===== config.mk =====
export PLATFORM = sky130hd
export DESIGN_NAME = omm_core
export DESIGN_NICKNAME = d
export VERILOG_FILES = /design/src/design/omm_pkg.sv /design/src/design/omm_core.sv
export SDC_FILE = /design/constraint.sdc
export NUM_CORES = 2
export LEC_CHECK = 0
export BUFFER_PORTS_ARGS = -buffer_cell sky130_fd_sc_hd__buf_2
export CAP_MARGIN = 20
export CORE_ASPECT_RATIO = 0.5
export CORE_MARGIN = 2
export CORE_UTILIZATION = 68
export DETAILED_ROUTE_END_ITERATION = 10
export PLACE_DENSITY_LB_ADDON = 0.08
export RECOVER_POWER = 100
export SLEW_MARGIN = 20
export SYNTH_ARGS = -nofsm -noshare
export SYNTH_HDL_FRONTEND = slang
export SYNTH_SLANG_ARGS = --single-unit

===== constraint.sdc =====
create_clock -name clk -period 14.1 [get_ports clk]
set_clock_uncertainty 0.05 [all_clocks]
set_input_delay 1.41 -clock clk [delete_from_list [all_inputs] [get_ports clk]]
set_output_delay 1.41 -clock clk [all_outputs]
set_load 0.005 [all_outputs]

===== src/design/omm_pkg.sv =====
// Constants, register layout and state encoding of the optical module management block.
// Assumes a single 20 MHz clock and an Avalon-MM register bus with byte addresses.
//
// Behaviour
// Answer serial bus only while select low
// Drive active-low interrupt on important condition
// Transmit disable input switches laser off
// Presence line grounded inside the module
// Power-down high keeps module in standby
// Power-down falling edge fully resets module
// Status and serial lines are open collector
// Host alone drives the serial clock
// Sample on clock rise; skip write-protected bytes
// Change driven serial data on clock fall
// Host makes start and stop conditions
// Byte memory, random and auto-increment access
// Monitor five parameters, readable over serial
// Flag alarms and warnings outside set range
// Provide receiver loss-of-signal indicator output
// Loss-of-signal low normal, high when lost
// Laser off within 10 us of disable
// Not-ready held until initialisation completes
package omm_pkg;
    // Timing
    localparam int CLK_PERIOD_NS = 50;
    localparam int TXOFF_MAX_NS = 10000;
    localparam int TXOFF_RAW_CYC = TXOFF_MAX_NS / CLK_PERIOD_NS;
    localparam int TXOFF_MAX_CYC = (TXOFF_RAW_CYC < 1) ? 1 : TXOFF_RAW_CYC;
    localparam int INIT_DEFAULT_CYC = 64;
    // Serial slave address, value arbitrary
    localparam logic [6:0] DEV_ADDR_DEFAULT = 7'h50;
    // Avalon byte offsets
    localparam logic [5:0] OFS_CTRL = 6'h00;
    localparam logic [5:0] OFS_STATUS = 6'h04;
    localparam logic [5:0] OFS_MASK = 6'h08;
    localparam logic [5:0] OFS_STATE = 6'h0c;
    localparam logic [5:0] OFS_THR0 = 6'h10;
    localparam logic [5:0] OFS_THR_LAST = 6'h20;
    // Control register: write-protect limit in low byte
    localparam int CTRL_WPL_LSB = 0;
    localparam logic [31:0] CTRL_RESET = 32'h0000_0080;
    // Status and mask layout
    localparam int ST_ALARM_LSB = 0;
    localparam int ST_WARN_LSB = 5;
    localparam int ST_LOS_BIT = 10;
    localparam int ST_TXOFF_BIT = 11;
    localparam int ST_WIDTH = 12;
    // Threshold fields and reset value
    localparam int THR_ALO_LSB = 0;
    localparam int THR_WLO_LSB = 8;
    localparam int THR_WHI_LSB = 16;
    localparam int THR_AHI_LSB = 24;
    localparam logic [31:0] THR_RESET = 32'hffff_0000;
    // State register layout
    localparam int STB_STANDBY = 0;
    localparam int STB_NR = 1;
    localparam int STB_LOS = 2;
    localparam int STB_LASER = 3;
    localparam int STB_SEL = 4;
    localparam int STB_PTR_LSB = 8;
    // Serial memory map
    localparam int NUM_MON = 5;
    localparam int MEM_DEPTH = 256;
    localparam logic [7:0] MAP_MON_BASE = 8'h60;
    localparam logic [7:0] MAP_ALARM = 8'h65;
    localparam logic [7:0] MAP_WARN = 8'h66;
    // Serial slave states
    typedef enum logic [7:0] {
        OMM_IDLE = 8'h01,
        OMM_DEV = 8'h02,
        OMM_ACKD = 8'h04,
        OMM_WADR = 8'h08,
        OMM_WDAT = 8'h10,
        OMM_ACKW = 8'h20,
        OMM_RDAT = 8'h40,
        OMM_RACK = 8'h80
    } omm_i2c_state_e;
endpackage : omm_pkg


===== src/design/omm_core.sv =====
// Management logic of the optical module: serial slave, monitors, flags and pins.
// Assumes pins arrive asynchronously and monitor samples come from logic on clk.
//
// Chosen here: the address map and register access over Avalon-MM.
`timescale 1ns/100ps
module omm_core #(
    parameter logic [6:0] DEV_ADDR = omm_pkg::DEV_ADDR_DEFAULT,
    parameter int INIT_CYC = omm_pkg::INIT_DEFAULT_CYC
) (
    input wire logic clk, // 20 MHz clock
    input wire logic reset, // Synchronous reset, high
    input wire logic [5:0] avs_address, // Byte address
    input wire logic avs_read, // Read request
    input wire logic avs_write, // Write request
    input wire logic [31:0] avs_writedata, // Write data
    input wire logic [3:0] avs_byteenable, // Byte lanes
    output logic [31:0] avs_readdata, // Read data
    output logic avs_waitrequest, // Stall
    output logic irq, // Level interrupt
    input wire logic scl_i, // Serial clock pin
    input wire logic sda_i, // Serial data pin in
    output logic sda_o, // Serial data out, always low
    output logic sda_oe, // Serial data pull-down
    input wire logic mod_desel_n, // Module select, low active
    input wire logic laser_off_request, // Transmit disable pin
    input wire logic pdown_rst, // Power-down and reset pin
    input wire logic rx_no_light, // Optical detector, high when dark
    input wire logic [7:0] mon_temp, // Temperature sample
    input wire logic [7:0] mon_bias, // Laser bias sample
    input wire logic [7:0] mon_txpwr, // Transmit power sample
    input wire logic [7:0] mon_rxpwr, // Receive power sample
    input wire logic [7:0] mon_vcc, // Supply voltage sample
    output logic laser_enable, // Laser drive on
    output logic standby, // Low-power mode
    output logic int_n_o, // Interrupt pin out
    output logic int_n_oe, // Interrupt pin pull-down
    output logic presence_o, // Presence pin out
    output logic presence_oe, // Presence pin pull-down
    output logic not_ready_flag_o, // Not-ready pin out
    output logic not_ready_flag_oe, // Not-ready pin pull-down
    output logic rx_signal_lost_o, // Loss-of-signal pin out
    output logic rx_signal_lost_oe // Loss-of-signal pin pull-down
);
    import omm_pkg::*;

    localparam int TXOFF_BOUND = TXOFF_MAX_CYC;

    // Refuse an initialisation count the counter cannot serve
    if (INIT_CYC < 1 || INIT_CYC > 65535) begin : g_bad_init
        $error("INIT_CYC must lie in 1..65535");
    end

    // Lane merge for byte enables
    function automatic logic [31:0] merge(input logic [31:0] old, input logic [31:0] nw, input logic [3:0] be);
        logic [31:0] r;
        r = old;
        for (int i = 0; i < 4; i++) begin
            if (be[i]) begin
                r[i*8 +: 8] = nw[i*8 +: 8];
            end
        end
        return r;
    endfunction : merge

    // Range check against one threshold word: {alarm, warning}
    function automatic logic [1:0] range_chk(input logic [7:0] v, input logic [31:0] thr);
        logic al;
        logic wn;
        al = (v < thr[THR_ALO_LSB +: 8]) || (v > thr[THR_AHI_LSB +: 8]);
        wn = (v < thr[THR_WLO_LSB +: 8]) || (v > thr[THR_WHI_LSB +: 8]);
        return {al, wn};
    endfunction : range_chk

    // Pin synchronisers: scl, sda, desel, txdis, pdown, los
    logic [5:0] pin_s1_reg;
    logic [5:0] pin_s2_reg;
    logic [2:0] pin_d_reg;
    wire [5:0] pin_raw = {rx_no_light, pdown_rst, laser_off_request, mod_desel_n, sda_i, scl_i};
    wire scl_s = pin_s2_reg[0];
    wire sda_s = pin_s2_reg[1];
    wire desel_s = pin_s2_reg[2];
    wire txdis_s = pin_s2_reg[3];
    wire pd_s = pin_s2_reg[4];
    wire los_s = pin_s2_reg[5];
    always_ff @(posedge clk) begin
        if (reset) begin
            pin_s1_reg <= 6'h0f;
            pin_s2_reg <= 6'h0f;
            pin_d_reg <= 3'h3;
        end else begin
            pin_s1_reg <= pin_raw;
            pin_s2_reg <= pin_s1_reg;
            pin_d_reg <= {pd_s, sda_s, scl_s};
        end
    end

    // Edge and condition decode on the synchronised pins
    wire scl_rise = scl_s && !pin_d_reg[0];
    wire scl_fall = !scl_s && pin_d_reg[0];
    wire i2c_start = scl_s && pin_d_reg[0] && pin_d_reg[1] && !sda_s;
    wire i2c_stop = scl_s && pin_d_reg[0] && !pin_d_reg[1] && sda_s;
    wire pd_fall = pin_d_reg[2] && !pd_s;

    // Power-down falling edge restarts the core; memory and pin synchronisers are not reset
    logic pd_fall_reg;
    always_ff @(posedge clk) begin
        if (reset) begin
            pd_fall_reg <= 1'b0;
        end else begin
            pd_fall_reg <= pd_fall;
        end
    end
    wire core_rst = reset || pd_fall_reg;

    // Initialisation counter
    logic [15:0] init_cnt_reg;
    wire init_done = (init_cnt_reg == 16'(INIT_CYC));
    always_ff @(posedge clk) begin
        if (core_rst) begin
            init_cnt_reg <= 16'h0000;
        end else if (!init_done) begin
            init_cnt_reg <= init_cnt_reg + 16'h0001;
        end
    end

    // Software registers
    logic [31:0] ctrl_reg;
    logic [ST_WIDTH-1:0] status_reg;
    logic [ST_WIDTH-1:0] mask_reg;
    logic [31:0] thr_reg [NUM_MON];
    logic wait_reg;
    logic [31:0] rdata_reg;
    logic irq_reg;
    wire [7:0] wp_limit = ctrl_reg[CTRL_WPL_LSB +: 8];

    // Monitors and range flags
    wire [7:0] mon [NUM_MON];
    logic [NUM_MON-1:0] alarm_w;
    logic [NUM_MON-1:0] warn_w;
    assign mon[0] = mon_temp;
    assign mon[1] = mon_bias;
    assign mon[2] = mon_txpwr;
    assign mon[3] = mon_rxpwr;
    assign mon[4] = mon_vcc;
    for (genvar g = 0; g < NUM_MON; g++) begin : g_chk
        assign {alarm_w[g], warn_w[g]} = range_chk(mon[g], thr_reg[g]);
    end

    // Bus decode
    wire bus_hit = (avs_read || avs_write) && !wait_reg;
    wire wr_go = avs_write && !wait_reg;
    wire is_thr = (avs_address >= OFS_THR0) && (avs_address <= OFS_THR_LAST) && (avs_address[1:0] == 2'b00);
    wire [2:0] thr_idx = 3'((avs_address - OFS_THR0) >> 2);
    wire [31:0] be_mask = {{8{avs_byteenable[3]}}, {8{avs_byteenable[2]}}, {8{avs_byteenable[1]}},
                           {8{avs_byteenable[0]}}};
    wire [ST_WIDTH-1:0] st_clr = (wr_go && avs_address == OFS_STATUS) ?
                                 ST_WIDTH'(avs_writedata & be_mask) : '0;
    wire [ST_WIDTH-1:0] st_evt = {txdis_s, los_s, warn_w, alarm_w};
    wire [ST_WIDTH-1:0] status_next = (status_reg & ~st_clr) | st_evt;

    // Serial slave registers
    omm_i2c_state_e st_reg;
    logic [3:0] cnt_reg;
    logic [7:0] shift_reg;
    logic [7:0] tx_reg;
    logic [7:0] ptr_reg;
    logic rw_reg;
    logic sda_oe_reg;
    logic [7:0] mem [MEM_DEPTH];

    wire [31:0] state_word = {16'h0000, ptr_reg, 3'b000, !desel_s, laser_enable, los_s, !init_done, standby};
    wire [31:0] rd_mux = (avs_address == OFS_CTRL) ? ctrl_reg :
                         (avs_address == OFS_STATUS) ? 32'(status_reg) :
                         (avs_address == OFS_MASK) ? 32'(mask_reg) :
                         (avs_address == OFS_STATE) ? state_word :
                         is_thr ? thr_reg[thr_idx] : 32'h0000_0000;

    // Bus slave: one stall cycle, then a single answer cycle
    always_ff @(posedge clk) begin
        if (core_rst) begin
            wait_reg <= 1'b1;
            rdata_reg <= 32'h0000_0000;
        end else begin
            wait_reg <= !((avs_read || avs_write) && wait_reg);
            rdata_reg <= (avs_read && wait_reg) ? rd_mux : rdata_reg;
        end
    end

    // Register writes and sticky status
    always_ff @(posedge clk) begin
        if (core_rst) begin
            ctrl_reg <= CTRL_RESET;
            mask_reg <= '0;
            status_reg <= '0;
            irq_reg <= 1'b0;
            for (int i = 0; i < NUM_MON; i++) begin
                thr_reg[i] <= THR_RESET;
            end
        end else begin
            status_reg <= status_next;
            irq_reg <= |(status_reg & mask_reg);
            if (wr_go && avs_address == OFS_CTRL) begin
                ctrl_reg <= merge(ctrl_reg, avs_writedata, avs_byteenable);
            end
            if (wr_go && avs_address == OFS_MASK) begin
                mask_reg <= ST_WIDTH'(merge(32'(mask_reg), avs_writedata, avs_byteenable));
            end
            if (wr_go && is_thr) begin
                thr_reg[thr_idx] <= merge(thr_reg[thr_idx], avs_writedata, avs_byteenable);
            end
        end
    end

    // Byte presented to the serial master: live monitors, flags or memory
    wire [7:0] mon_ofs = ptr_reg - MAP_MON_BASE;
    wire is_mon = (ptr_reg >= MAP_MON_BASE) && (mon_ofs < 8'(NUM_MON));
    wire is_live = is_mon || ptr_reg == MAP_ALARM || ptr_reg == MAP_WARN;
    wire [7:0] rd_byte = is_mon ? mon[mon_ofs[2:0]] :
                         (ptr_reg == MAP_ALARM) ? 8'(alarm_w) :
                         (ptr_reg == MAP_WARN) ? 8'(warn_w) : mem[ptr_reg];
    wire byte_in = (cnt_reg == 4'h8);
    wire addr_hit = (shift_reg[7:1] == DEV_ADDR);
    wire mem_we = scl_fall && st_reg == OMM_WDAT && byte_in && (ptr_reg < wp_limit) && !is_live;
    wire rx_state = (st_reg == OMM_DEV) || (st_reg == OMM_WADR) || (st_reg == OMM_WDAT);
    wire load_rd = scl_fall && ((st_reg == OMM_ACKD && rw_reg) || st_reg == OMM_RACK);
    wire sel = !desel_s;

    // Management memory
    always_ff @(posedge clk) begin
        if (mem_we) begin
            mem[ptr_reg] <= shift_reg;
        end
    end

    // Serial slave sequencer
    always_ff @(posedge clk) begin
        if (core_rst || !sel || i2c_stop) begin
            st_reg <= OMM_IDLE;
            cnt_reg <= 4'h0;
            sda_oe_reg <= 1'b0;
            if (core_rst) begin
                ptr_reg <= 8'h00;
                rw_reg <= 1'b0;
                shift_reg <= 8'h00;
                tx_reg <= 8'h00;
            end
        end else if (i2c_start) begin
            st_reg <= OMM_DEV;
            cnt_reg <= 4'h0;
            sda_oe_reg <= 1'b0;
        end else if (scl_rise) begin
            if (rx_state) begin
                shift_reg <= {shift_reg[6:0], sda_s};
                cnt_reg <= cnt_reg + 4'h1;
            end else if (st_reg == OMM_RACK && sda_s) begin
                st_reg <= OMM_IDLE;
            end
        end else if (load_rd) begin
            tx_reg <= rd_byte;
            sda_oe_reg <= !rd_byte[7];
            ptr_reg <= ptr_reg + 8'h01;
            cnt_reg <= 4'h1;
            st_reg <= OMM_RDAT;
        end else if (scl_fall) begin
            case (st_reg)
                OMM_DEV: begin
                    if (byte_in) begin
                        cnt_reg <= 4'h0;
                        rw_reg <= shift_reg[0];
                        sda_oe_reg <= addr_hit;
                        st_reg <= addr_hit ? OMM_ACKD : OMM_IDLE;
                    end
                end
                OMM_ACKD: begin
                    sda_oe_reg <= 1'b0;
                    st_reg <= OMM_WADR;
                end
                OMM_WADR: begin
                    if (byte_in) begin
                        ptr_reg <= shift_reg;
                        sda_oe_reg <= 1'b1;
                        st_reg <= OMM_ACKW;
                    end
                end
                OMM_WDAT: begin
                    if (byte_in) begin
                        ptr_reg <= ptr_reg + 8'h01;
                        sda_oe_reg <= 1'b1;
                        st_reg <= OMM_ACKW;
                    end
                end
                OMM_ACKW: begin
                    sda_oe_reg <= 1'b0;
                    cnt_reg <= 4'h0;
                    st_reg <= OMM_WDAT;
                end
                OMM_RDAT: begin
                    if (byte_in) begin
                        sda_oe_reg <= 1'b0;
                        cnt_reg <= 4'h0;
                        st_reg <= OMM_RACK;
                    end else begin
                        sda_oe_reg <= !tx_reg[6];
                        tx_reg <= {tx_reg[6:0], 1'b0};
                        cnt_reg <= cnt_reg + 4'h1;
                    end
                end
                default: begin
                    st_reg <= st_reg;
                end
            endcase
        end
    end

    // Pin drivers, open collector
    logic laser_reg;
    logic standby_reg;
    logic int_oe_reg;
    logic nr_oe_reg;
    logic los_oe_reg;
    logic pres_oe_reg;
    always_ff @(posedge clk) begin
        if (core_rst) begin
            laser_reg <= 1'b0;
            standby_reg <= 1'b0;
            int_oe_reg <= 1'b0;
            nr_oe_reg <= 1'b0;
            los_oe_reg <= 1'b0;
            pres_oe_reg <= 1'b1;
        end else begin
            laser_reg <= !txdis_s && !pd_s && init_done;
            standby_reg <= pd_s;
            int_oe_reg <= |(status_reg & mask_reg);
            nr_oe_reg <= init_done && !pd_s;
            los_oe_reg <= !los_s;
            pres_oe_reg <= 1'b1;
        end
    end

    // Outputs
    assign avs_readdata = rdata_reg;
    assign avs_waitrequest = wait_reg;
    assign irq = irq_reg;
    assign sda_o = 1'b0;
    assign sda_oe = sda_oe_reg;
    assign laser_enable = laser_reg;
    assign standby = standby_reg;
    assign int_n_o = 1'b0;
    assign int_n_oe = int_oe_reg;
    assign presence_o = 1'b0;
    assign presence_oe = pres_oe_reg;
    assign not_ready_flag_o = 1'b0;
    assign not_ready_flag_oe = nr_oe_reg;
    assign rx_signal_lost_o = 1'b0;
    assign rx_signal_lost_oe = los_oe_reg;

    // Checks
    property p_desel_quiet;
        @(posedge clk) disable iff (reset) desel_s |=> !sda_oe && st_reg == OMM_IDLE;
    endproperty
    a_desel_quiet: assert property (p_desel_quiet) else $error("slave active while deselected");
    property p_int_pin;
        @(posedge clk) disable iff (core_rst) (|(status_reg & mask_reg)) |=> int_n_oe && irq;
    endproperty
    a_int_pin: assert property (p_int_pin) else $error("interrupt not driven");
    property p_laser_off;
        @(posedge clk) disable iff (reset) $rose(laser_off_request) |-> ##[1:TXOFF_BOUND] !laser_enable;
    endproperty
    a_laser_off: assert property (p_laser_off) else $error("laser still on after disable");
    property p_presence;
        @(posedge clk) disable iff (core_rst) presence_oe && !presence_o;
    endproperty
    a_presence: assert property (p_presence) else $error("presence line not grounded");
    property p_standby;
        @(posedge clk) disable iff (core_rst) pd_s |=> standby && !laser_enable && !not_ready_flag_oe;
    endproperty
    a_standby: assert property (p_standby) else $error("not in standby");
    property p_pd_reset;
        @(posedge clk) disable iff (reset) pd_fall |=> ##1 st_reg == OMM_IDLE && init_cnt_reg == 16'h0000;
    endproperty
    a_pd_reset: assert property (p_pd_reset) else $error("power-down edge did not reset");
    property p_open_drain;
        @(posedge clk) !sda_o && !int_n_o && !not_ready_flag_o && !rx_signal_lost_o;
    endproperty
    a_open_drain: assert property (p_open_drain) else $error("pin driven high");
    property p_sda_fall;
        @(posedge clk) disable iff (core_rst) $rose(sda_oe) |-> $past(scl_fall) || $past(load_rd);
    endproperty
    a_sda_fall: assert property (p_sda_fall) else $error("data changed off clock fall");
    property p_wp;
        @(posedge clk) disable iff (core_rst)
            (scl_fall && st_reg == OMM_WDAT && byte_in && ptr_reg >= wp_limit) |=> mem[$past(ptr_reg)] == $past(rd_byte);
    endproperty
    a_wp: assert property (p_wp) else $error("protected byte written");
    property p_incr;
        @(posedge clk) disable iff (core_rst || !sel)
            (scl_fall && st_reg == OMM_WDAT && byte_in && !i2c_start && !i2c_stop) |=> ptr_reg == $past(ptr_reg) + 8'h01;
    endproperty
    a_incr: assert property (p_incr) else $error("address did not advance");
    property p_los;
        @(posedge clk) disable iff (core_rst) $changed(los_s) |=> rx_signal_lost_oe == !$past(los_s);
    endproperty
    a_los: assert property (p_los) else $error("loss-of-signal pin wrong");
    property p_alarm;
        @(posedge clk) disable iff (core_rst) alarm_w[0] |=> status_reg[ST_ALARM_LSB];
    endproperty
    a_alarm: assert property (p_alarm) else $error("alarm not latched");
    property p_not_ready;
        @(posedge clk) disable iff (reset) !init_done |=> !not_ready_flag_oe;
    endproperty
    a_not_ready: assert property (p_not_ready) else $error("ready before init");
endmodule : omm_core


* Word level (Yosys, flattened, before mapping)
Memory sizes are Yosys's and may differ from the RTL's. A register that Yosys moved wholly into a read port is not among the register bits.
Index checks and enable logic that the tools add are counted.
** Cells by class
- $add $sub $neg :: 5
- Magnitude comparators :: 26
- Equal/unequal tests :: 35
- Muxes and demuxes :: 87
- Bitwise operators :: 7
- Reductions and logical operators :: 97
** Operators with widths (number)
- 2-to-1 mux 8 bit :: 38
- 2-to-1 mux 32 bit :: 6
- less-than comparator 8 bit :: 11
- > comparator 8 bit :: 10
- 2-to-1 mux 7 bit :: 7
- case mux 8 bit (5 select lines) :: 1
- bitwise AND 12 bit :: 3
- OR reduction 32 bit :: 1
- logical AND 1 bit :: 28
- AND reduction 7 bit :: 4
- binary-select mux 8 bit (select 3 bit) :: 1
- equality test 8 x 7 -> 1 bit, second input constant :: 3
- 2-to-1 mux 4 bit :: 6
- 2-to-1 mux 1 bit :: 21
- logical OR 1 bit :: 19
- adder 16 x 1 -> 16 bit, second input constant :: 1
- equality test 16 x 7 -> 1 bit, second input constant :: 1
- case mux 8 bit (2 select lines) :: 1
- logical NOT 1 bit :: 14
- equality test 6 x 4 -> 1 bit, second input constant :: 2
- 2-to-1 mux 12 bit :: 1
- inverter 12 bit :: 1
- OR 12 bit :: 1
- case mux 4 bit (3 select lines) :: 1
- other kinds (46) :: 75
** Word-level totals
- Register bits :: 163
- Memory bits (writable) :: 2208
- Input port bits :: 92
- Output and inout bits :: 46
- Logic and storage cells :: 286
- Memories :: 2
** Memories
- mem :: depth 256, bits a word 8, read ports 1, clocked after memory_dff 1, wr ports 1, line omm_core.sv:169 : logic [7:0] mem [MEM_DEPTH];
- thr_reg :: depth 5, bits a word 32, read ports 6, clocked after memory_dff 0, wr ports 5, line omm_core.sv:130 : logic [31:0] thr_reg [NUM_MON];

* Logic depth before layout (Yosys ltp)
- Depth in word-level cells :: 10
- Gate-level depth with buffers :: 13
- Depth with buffers taken out :: 10

* Worst setup path before layout
OpenSTA, ideal clock, no wires.
- Kind :: register -> register
- Start point :: register shift_reg[7]
- End point :: register sda_oe_reg, in the netlist sda_oe
- Library setup time :: 0.075 ns
- Data arrival time :: 4.377 ns
- Path slack :: 9.598 ns
- Cell stages (with the launch flop) :: 7
- Period minus slack after synthesis :: 4.502 ns
- Cell sequence :: edfxtp_1 > nor4b_1 > nand2_1 > a21boi_0 > o21ai_0 > o31a_1 > o22ai_1
** Between the ends
- Word-level cells in the longest chain between the ends :: 5
** Ends and longest elaborated chain
- start: declaration :: line omm_core.sv:164 : logic [7:0] shift_reg;
- start signal: assignment :: line omm_core.sv:253 : shift_reg <= {shift_reg[6:0], sda_s};
- equality test 7 bit :: line omm_core.sv:222 : wire addr_hit = (shift_reg[7:1] == DEV_ADDR);
- 2-to-1 mux 1 bit :: line omm_core.sv:267 : if (byte_in) begin
- case mux 1 bit (4 select lines) :: line omm_core.sv:265 : case (st_reg)
- 2-to-1 mux 1 bit :: line omm_core.sv:264 : end else if (scl_fall) begin
- 2-to-1 mux 1 bit :: line omm_core.sv:258 : end else if (load_rd) begin
- end signal: assignment :: line omm_core.sv:260 : sda_oe_reg <= !rd_byte[7];
- end signal: assignment :: line omm_core.sv:270 : sda_oe_reg <= addr_hit;
- end signal: assignment :: line omm_core.sv:303 : sda_oe_reg <= !tx_reg[6];
- end: declaration :: line omm_core.sv:168 : logic sda_oe_reg;
No other way between the ends. The select of a mux whose other input is x is not followed.
A chain may end at the register's enable or synchronous reset.

* Worst setup path in the final report
- Start point :: register ptr_reg[0]
- End point :: memory mem[159][0] (enable)
** Between the ends
- Word-level cells in the longest chain between the ends :: 9
- Elaborated cells between the ends (all ways) :: 14
** Ends and longest elaborated chain
- start: declaration :: line omm_core.sv:166 : logic [7:0] ptr_reg;
- start signal: assignment :: line omm_core.sv:261 : ptr_reg <= ptr_reg + 8'h01;
- start signal: assignment :: line omm_core.sv:280 : ptr_reg <= shift_reg;
- start signal: assignment :: line omm_core.sv:287 : ptr_reg <= ptr_reg + 8'h01;
- subtractor 8 x 7 -> 8 bit :: line omm_core.sv:215 : wire [7:0] mon_ofs = ptr_reg - MAP_MON_BASE;
- less-than comparator 8 x 3 -> 1 bit :: line omm_core.sv:216 : wire is_mon = (ptr_reg >= MAP_MON_BASE) && (mon_ofs < 8'(NUM_MON));
- logical AND 1 bit :: line omm_core.sv:216
- logical OR 1 bit (2 in a row) :: line omm_core.sv:217 : wire is_live = is_mon || ptr_reg == MAP_ALARM || ptr_reg == MAP_WARN;
- logical NOT 1 bit :: line omm_core.sv:223 : wire mem_we = scl_fall && st_reg == OMM_WDAT && byte_in && (ptr_reg < wp_limit) && !is_live;
- logical AND 1 bit :: line omm_core.sv:223
- 2-to-1 mux 1 bit :: line omm_core.sv:230 : if (mem_we) begin
- 2-to-1 mux 1 bit (not written as such) :: line omm_core.sv:231 : mem[ptr_reg] <= shift_reg;
- end: declaration :: line omm_core.sv:169
Parallel ways exist; a longest one is shown, timed or not.

==> impl_metrics.toml <==
[detailed_routing]
routed_wl_mm = 294
detail-route-antenna-nets = 0
dr_total_vias = 58700
routed_via_density = 7.16
drc = 0
wl_per_cell_um = 35.8
first_iter_violations = 9143
firstDrtPassIters = 9

[finish]
layout.nets = 6307
fillers = 8519
largest_register_ffs = 2048
instances_no_fill = 8205
final_cell_mix = "2328 x edfxtp_1, 588 x mux4_2, 479 x nor2_1"
final_common_cell = "edfxtp_1"
multiInputGateArea_um2 = 27800
regArea_um2 = 72900
drive_gt1_frac = 0.180
area_growth_pct = 8.90

[yosys]
ys_types = 81
synthFlopType = "edfxtp_1"
async_flop_share = 0
synth_top_area_cell = "edfxtp_1"
avgSynthCellArea_um2 = 17.7
synth_area_leaders = "edfxtp_1 68%, mux4_2 13%, dfxtp_1 2.9%, mux2i_1 2.4%, ha_1 2.1%"
synth_top_area_frac = 0.681
ys_seq_elements = 2475
seq_area_frac_synth = 0.710
netlist_instances = 5807
netlist_area_um2 = 103000
synth_edf_count = 2328
ys_warn_count = 0

[timing]
slew_violations = 1888
period_needed_ns = 8.35
fmax_ghz = 0.120
setup_violations = 0
rsz0062_at_grt = "false"
hold_ws_ns = 0.365
hold_violations = 0
worstMarginPinSlew_ns = 8.50
fin_crit_sh = 0.592
relSlewSlack = -4.67
fin_tns_setup_ns = 0

[power_and_ir_drop]
p_sw_mw = 3.38
p_seq_frac = 0.548
leakagePower_nw = 36.9
internal_power_mw = 11.5
clkPwrFrac = 0.381
power.density_nw_per_um2 = 133
ir_drop_mv = 0.110
switching_share = 0.227
pwr-share-comb = 0.071

[cts]
cts_buffers = 207
ctsResizeCount = 0
ctsHtreeMaxLevel = 4
clock_insertion_delay_worst_skew_ns = 0.91
clk_path_buf_depth = 4
cts_hold_buf = 0
clock-sinks = 2475
cts_tree = "done"
postCtsSetupRepairBufs = 0
clk_pin_slew_ns = 0.07
cts-root-buf = "clkbuf_16"

[worst_setup_path]
cp_cell_sequence = "clkbuf_1 > inv_1 > ha_1 > nand3b_1 > clkbuf_1 > nand2_1 > a21o_1 > nor3_1 > clkbuf_1 > o2111ai_1 > nor2_1"
end_kind = "register"
cpLargestDelayFamily = "buffers and inverters"
crit_path_start = "ptr_reg[0]$_DFFE_PN_"
crit_path_max_fanout = 18
timing.rr.end = "mem[159][0]$_DFFE_PP_"
r2r_slack_ns = 5.75
path_depth = 11
cpPeakStageDelay_ns = 1.51
start_kind = "register"
critPathRequiredTime_ns = 14.51
slowest_stage = "clkbuf_1"
r2r_cells = 11
endpoint = "mem[159][0]$_DFFE_PP_"
path_common_cell = "clkbuf_1"
cp_num_buf_inv = 4
rr_startpoint = "ptr_reg[0]$_DFFE_PN_"
arrival_ns = 8.76
crit_type = "reg -> reg"

[global_routing]
grt.total_usage = 0.385
globalRoute.totalOverflow = 0
grt_pass1_vias = 57800
antenna_found_initial = 26
grt_pass1_wl_mm = 417
grt_max_degree = 254

[floorplanning]
io_pins = 138
row_count = 100
start_util = 0.688
die_w_um = 554
fp.dieH_um = 279
die-area_um2 = 154000
core_um2 = 149000

[placed_design]
gp_congestion = 1.00
dp_hpwl_mm = 183
portBuffers = 131
placedCellCount = 7822

[status]
violations = "capacitance limit, slew limit"
status = "finished with violations"

[hold_path]
hold_class = "reg -> reg"
hold_start = "pin_s1_reg[3]$_SDFF_PP1_"

[run]
maxCapViolCount = 33
-- per-layer routing --
layer / vias to the layer above / global-route usage / share of wire
li1: 23400 / - / -
met1: 29800 / 0.524 / 0.35
met2: 4703 / 0.579 / 0.45
met3: 864 / 0.135 / 0.15
met4: 20 / 0.149 / 0.050
met5: - / 0.0164 / 0.0018
-- Yosys cell counts, types with 20 or more instances --
library cell	number
dfxtp_1	147
o21ai_0	66
buf_4	74
o211ai_1	27
clkbuf_1	146
ha_1	171
nor2_1	481
inv_1	212
nand2b_1	26
mux2i_1	243
a22oi_1	59
a31oi_1	20
and2_1	21
a211oi_1	25
nor3_1	50
o21a_1	23
a21o_1	42
mux4_2	588
mux2_2	22
nand3_1	88
nand4_1	25
buf_2	83
nor2b_1	33
edfxtp_1	2328
a221oi_1	46
nand2_1	360
a21oi_1	152
-- worst reg2reg max path, delay by kind of cell (launching register included) --
family                   cells  cell delay (ns)
flip-flops                   1             0.51
adder cells (fa/ha/maj)      1             0.40
AO/OA/AOI/OAI                2             1.74
AND/OR/NAND/NOR              4             1.97
buffers and inverters        4             3.30
-- per-stage QoR --
step                instance area, um^2  worst slack, ns  total power [mW]  utilization
floorplan                        103000             9.60              8.90            -
global placement                 106000             8.53              9.27        0.707
detailed placement               106000             8.53              9.30        0.708
CTS                              112000             8.49              14.8        0.751
global route                     112000             5.56              15.2        0.749
finish                           112000             5.75              14.9        0.749
-- cell families (layout without fill, tap and decap cells) --
family | after synthesis | in the layout | share of synthesized area
compound gates | 565 | 565 | 0.0382
xor+xnor | 24 | 24 | 0.00205
fa+ha+maj | 171 | 171 | 0.0208
buf+inv | 545 | 822 | 0.0242
flops | 2475 | 2475 | 0.710
mux | 853 | 853 | 0.155
other cells | 2 | 134 | 0.0000731
simple gates | 1172 | 1172 | 0.0501
-- cell type report --
class,count,area share
inverter,216,0.00732
multi-input combinational,2903,0.248
antenna,16,0.000358
clock buffer,259,0.0492
sequential,2475,0.652
clock inverter,106,0.00834
tap,1989,0.0223
timing repair buffer,241,0.0125
-- worst min-delay path by stage --
stage	endpoint	slack, ns	cells after the start
final	pin_s2_reg[3]$_SDFF_PP1_	0.36	1
after global routing	pin_s2_reg[3]$_SDFF_PP1_	0.37	1
after floorplan	pin_s2_reg[0]$_SDFF_PP1_	0.34	1
after detailed placement	pin_s2_reg[3]$_SDFF_PP1_	0.35	1
after CTS	pin_s2_reg[3]$_SDFF_PP1_	0.36	1
after global placement	pin_s2_reg[3]$_SDFF_PP1_	0.35	1
-- power by group through the flow --
| stage | Sequential (mW) | Clock [mW] | Combinational [mW] |
|---|---|---|---|
| after CTS | 8.13 | 5.66 | 1.01 |
| after detailed placement | 8.29 | 0 | 1.01 |
| final | 8.15 | 5.66 | 1.05 |
| after floorplan | 8.32 | 0 | 0.576 |
| after global placement | 8.29 | 0 | 0.985 |
| after global routing | 8.15 | 5.92 | 1.08 |
(Power assumes the default switching activity.)
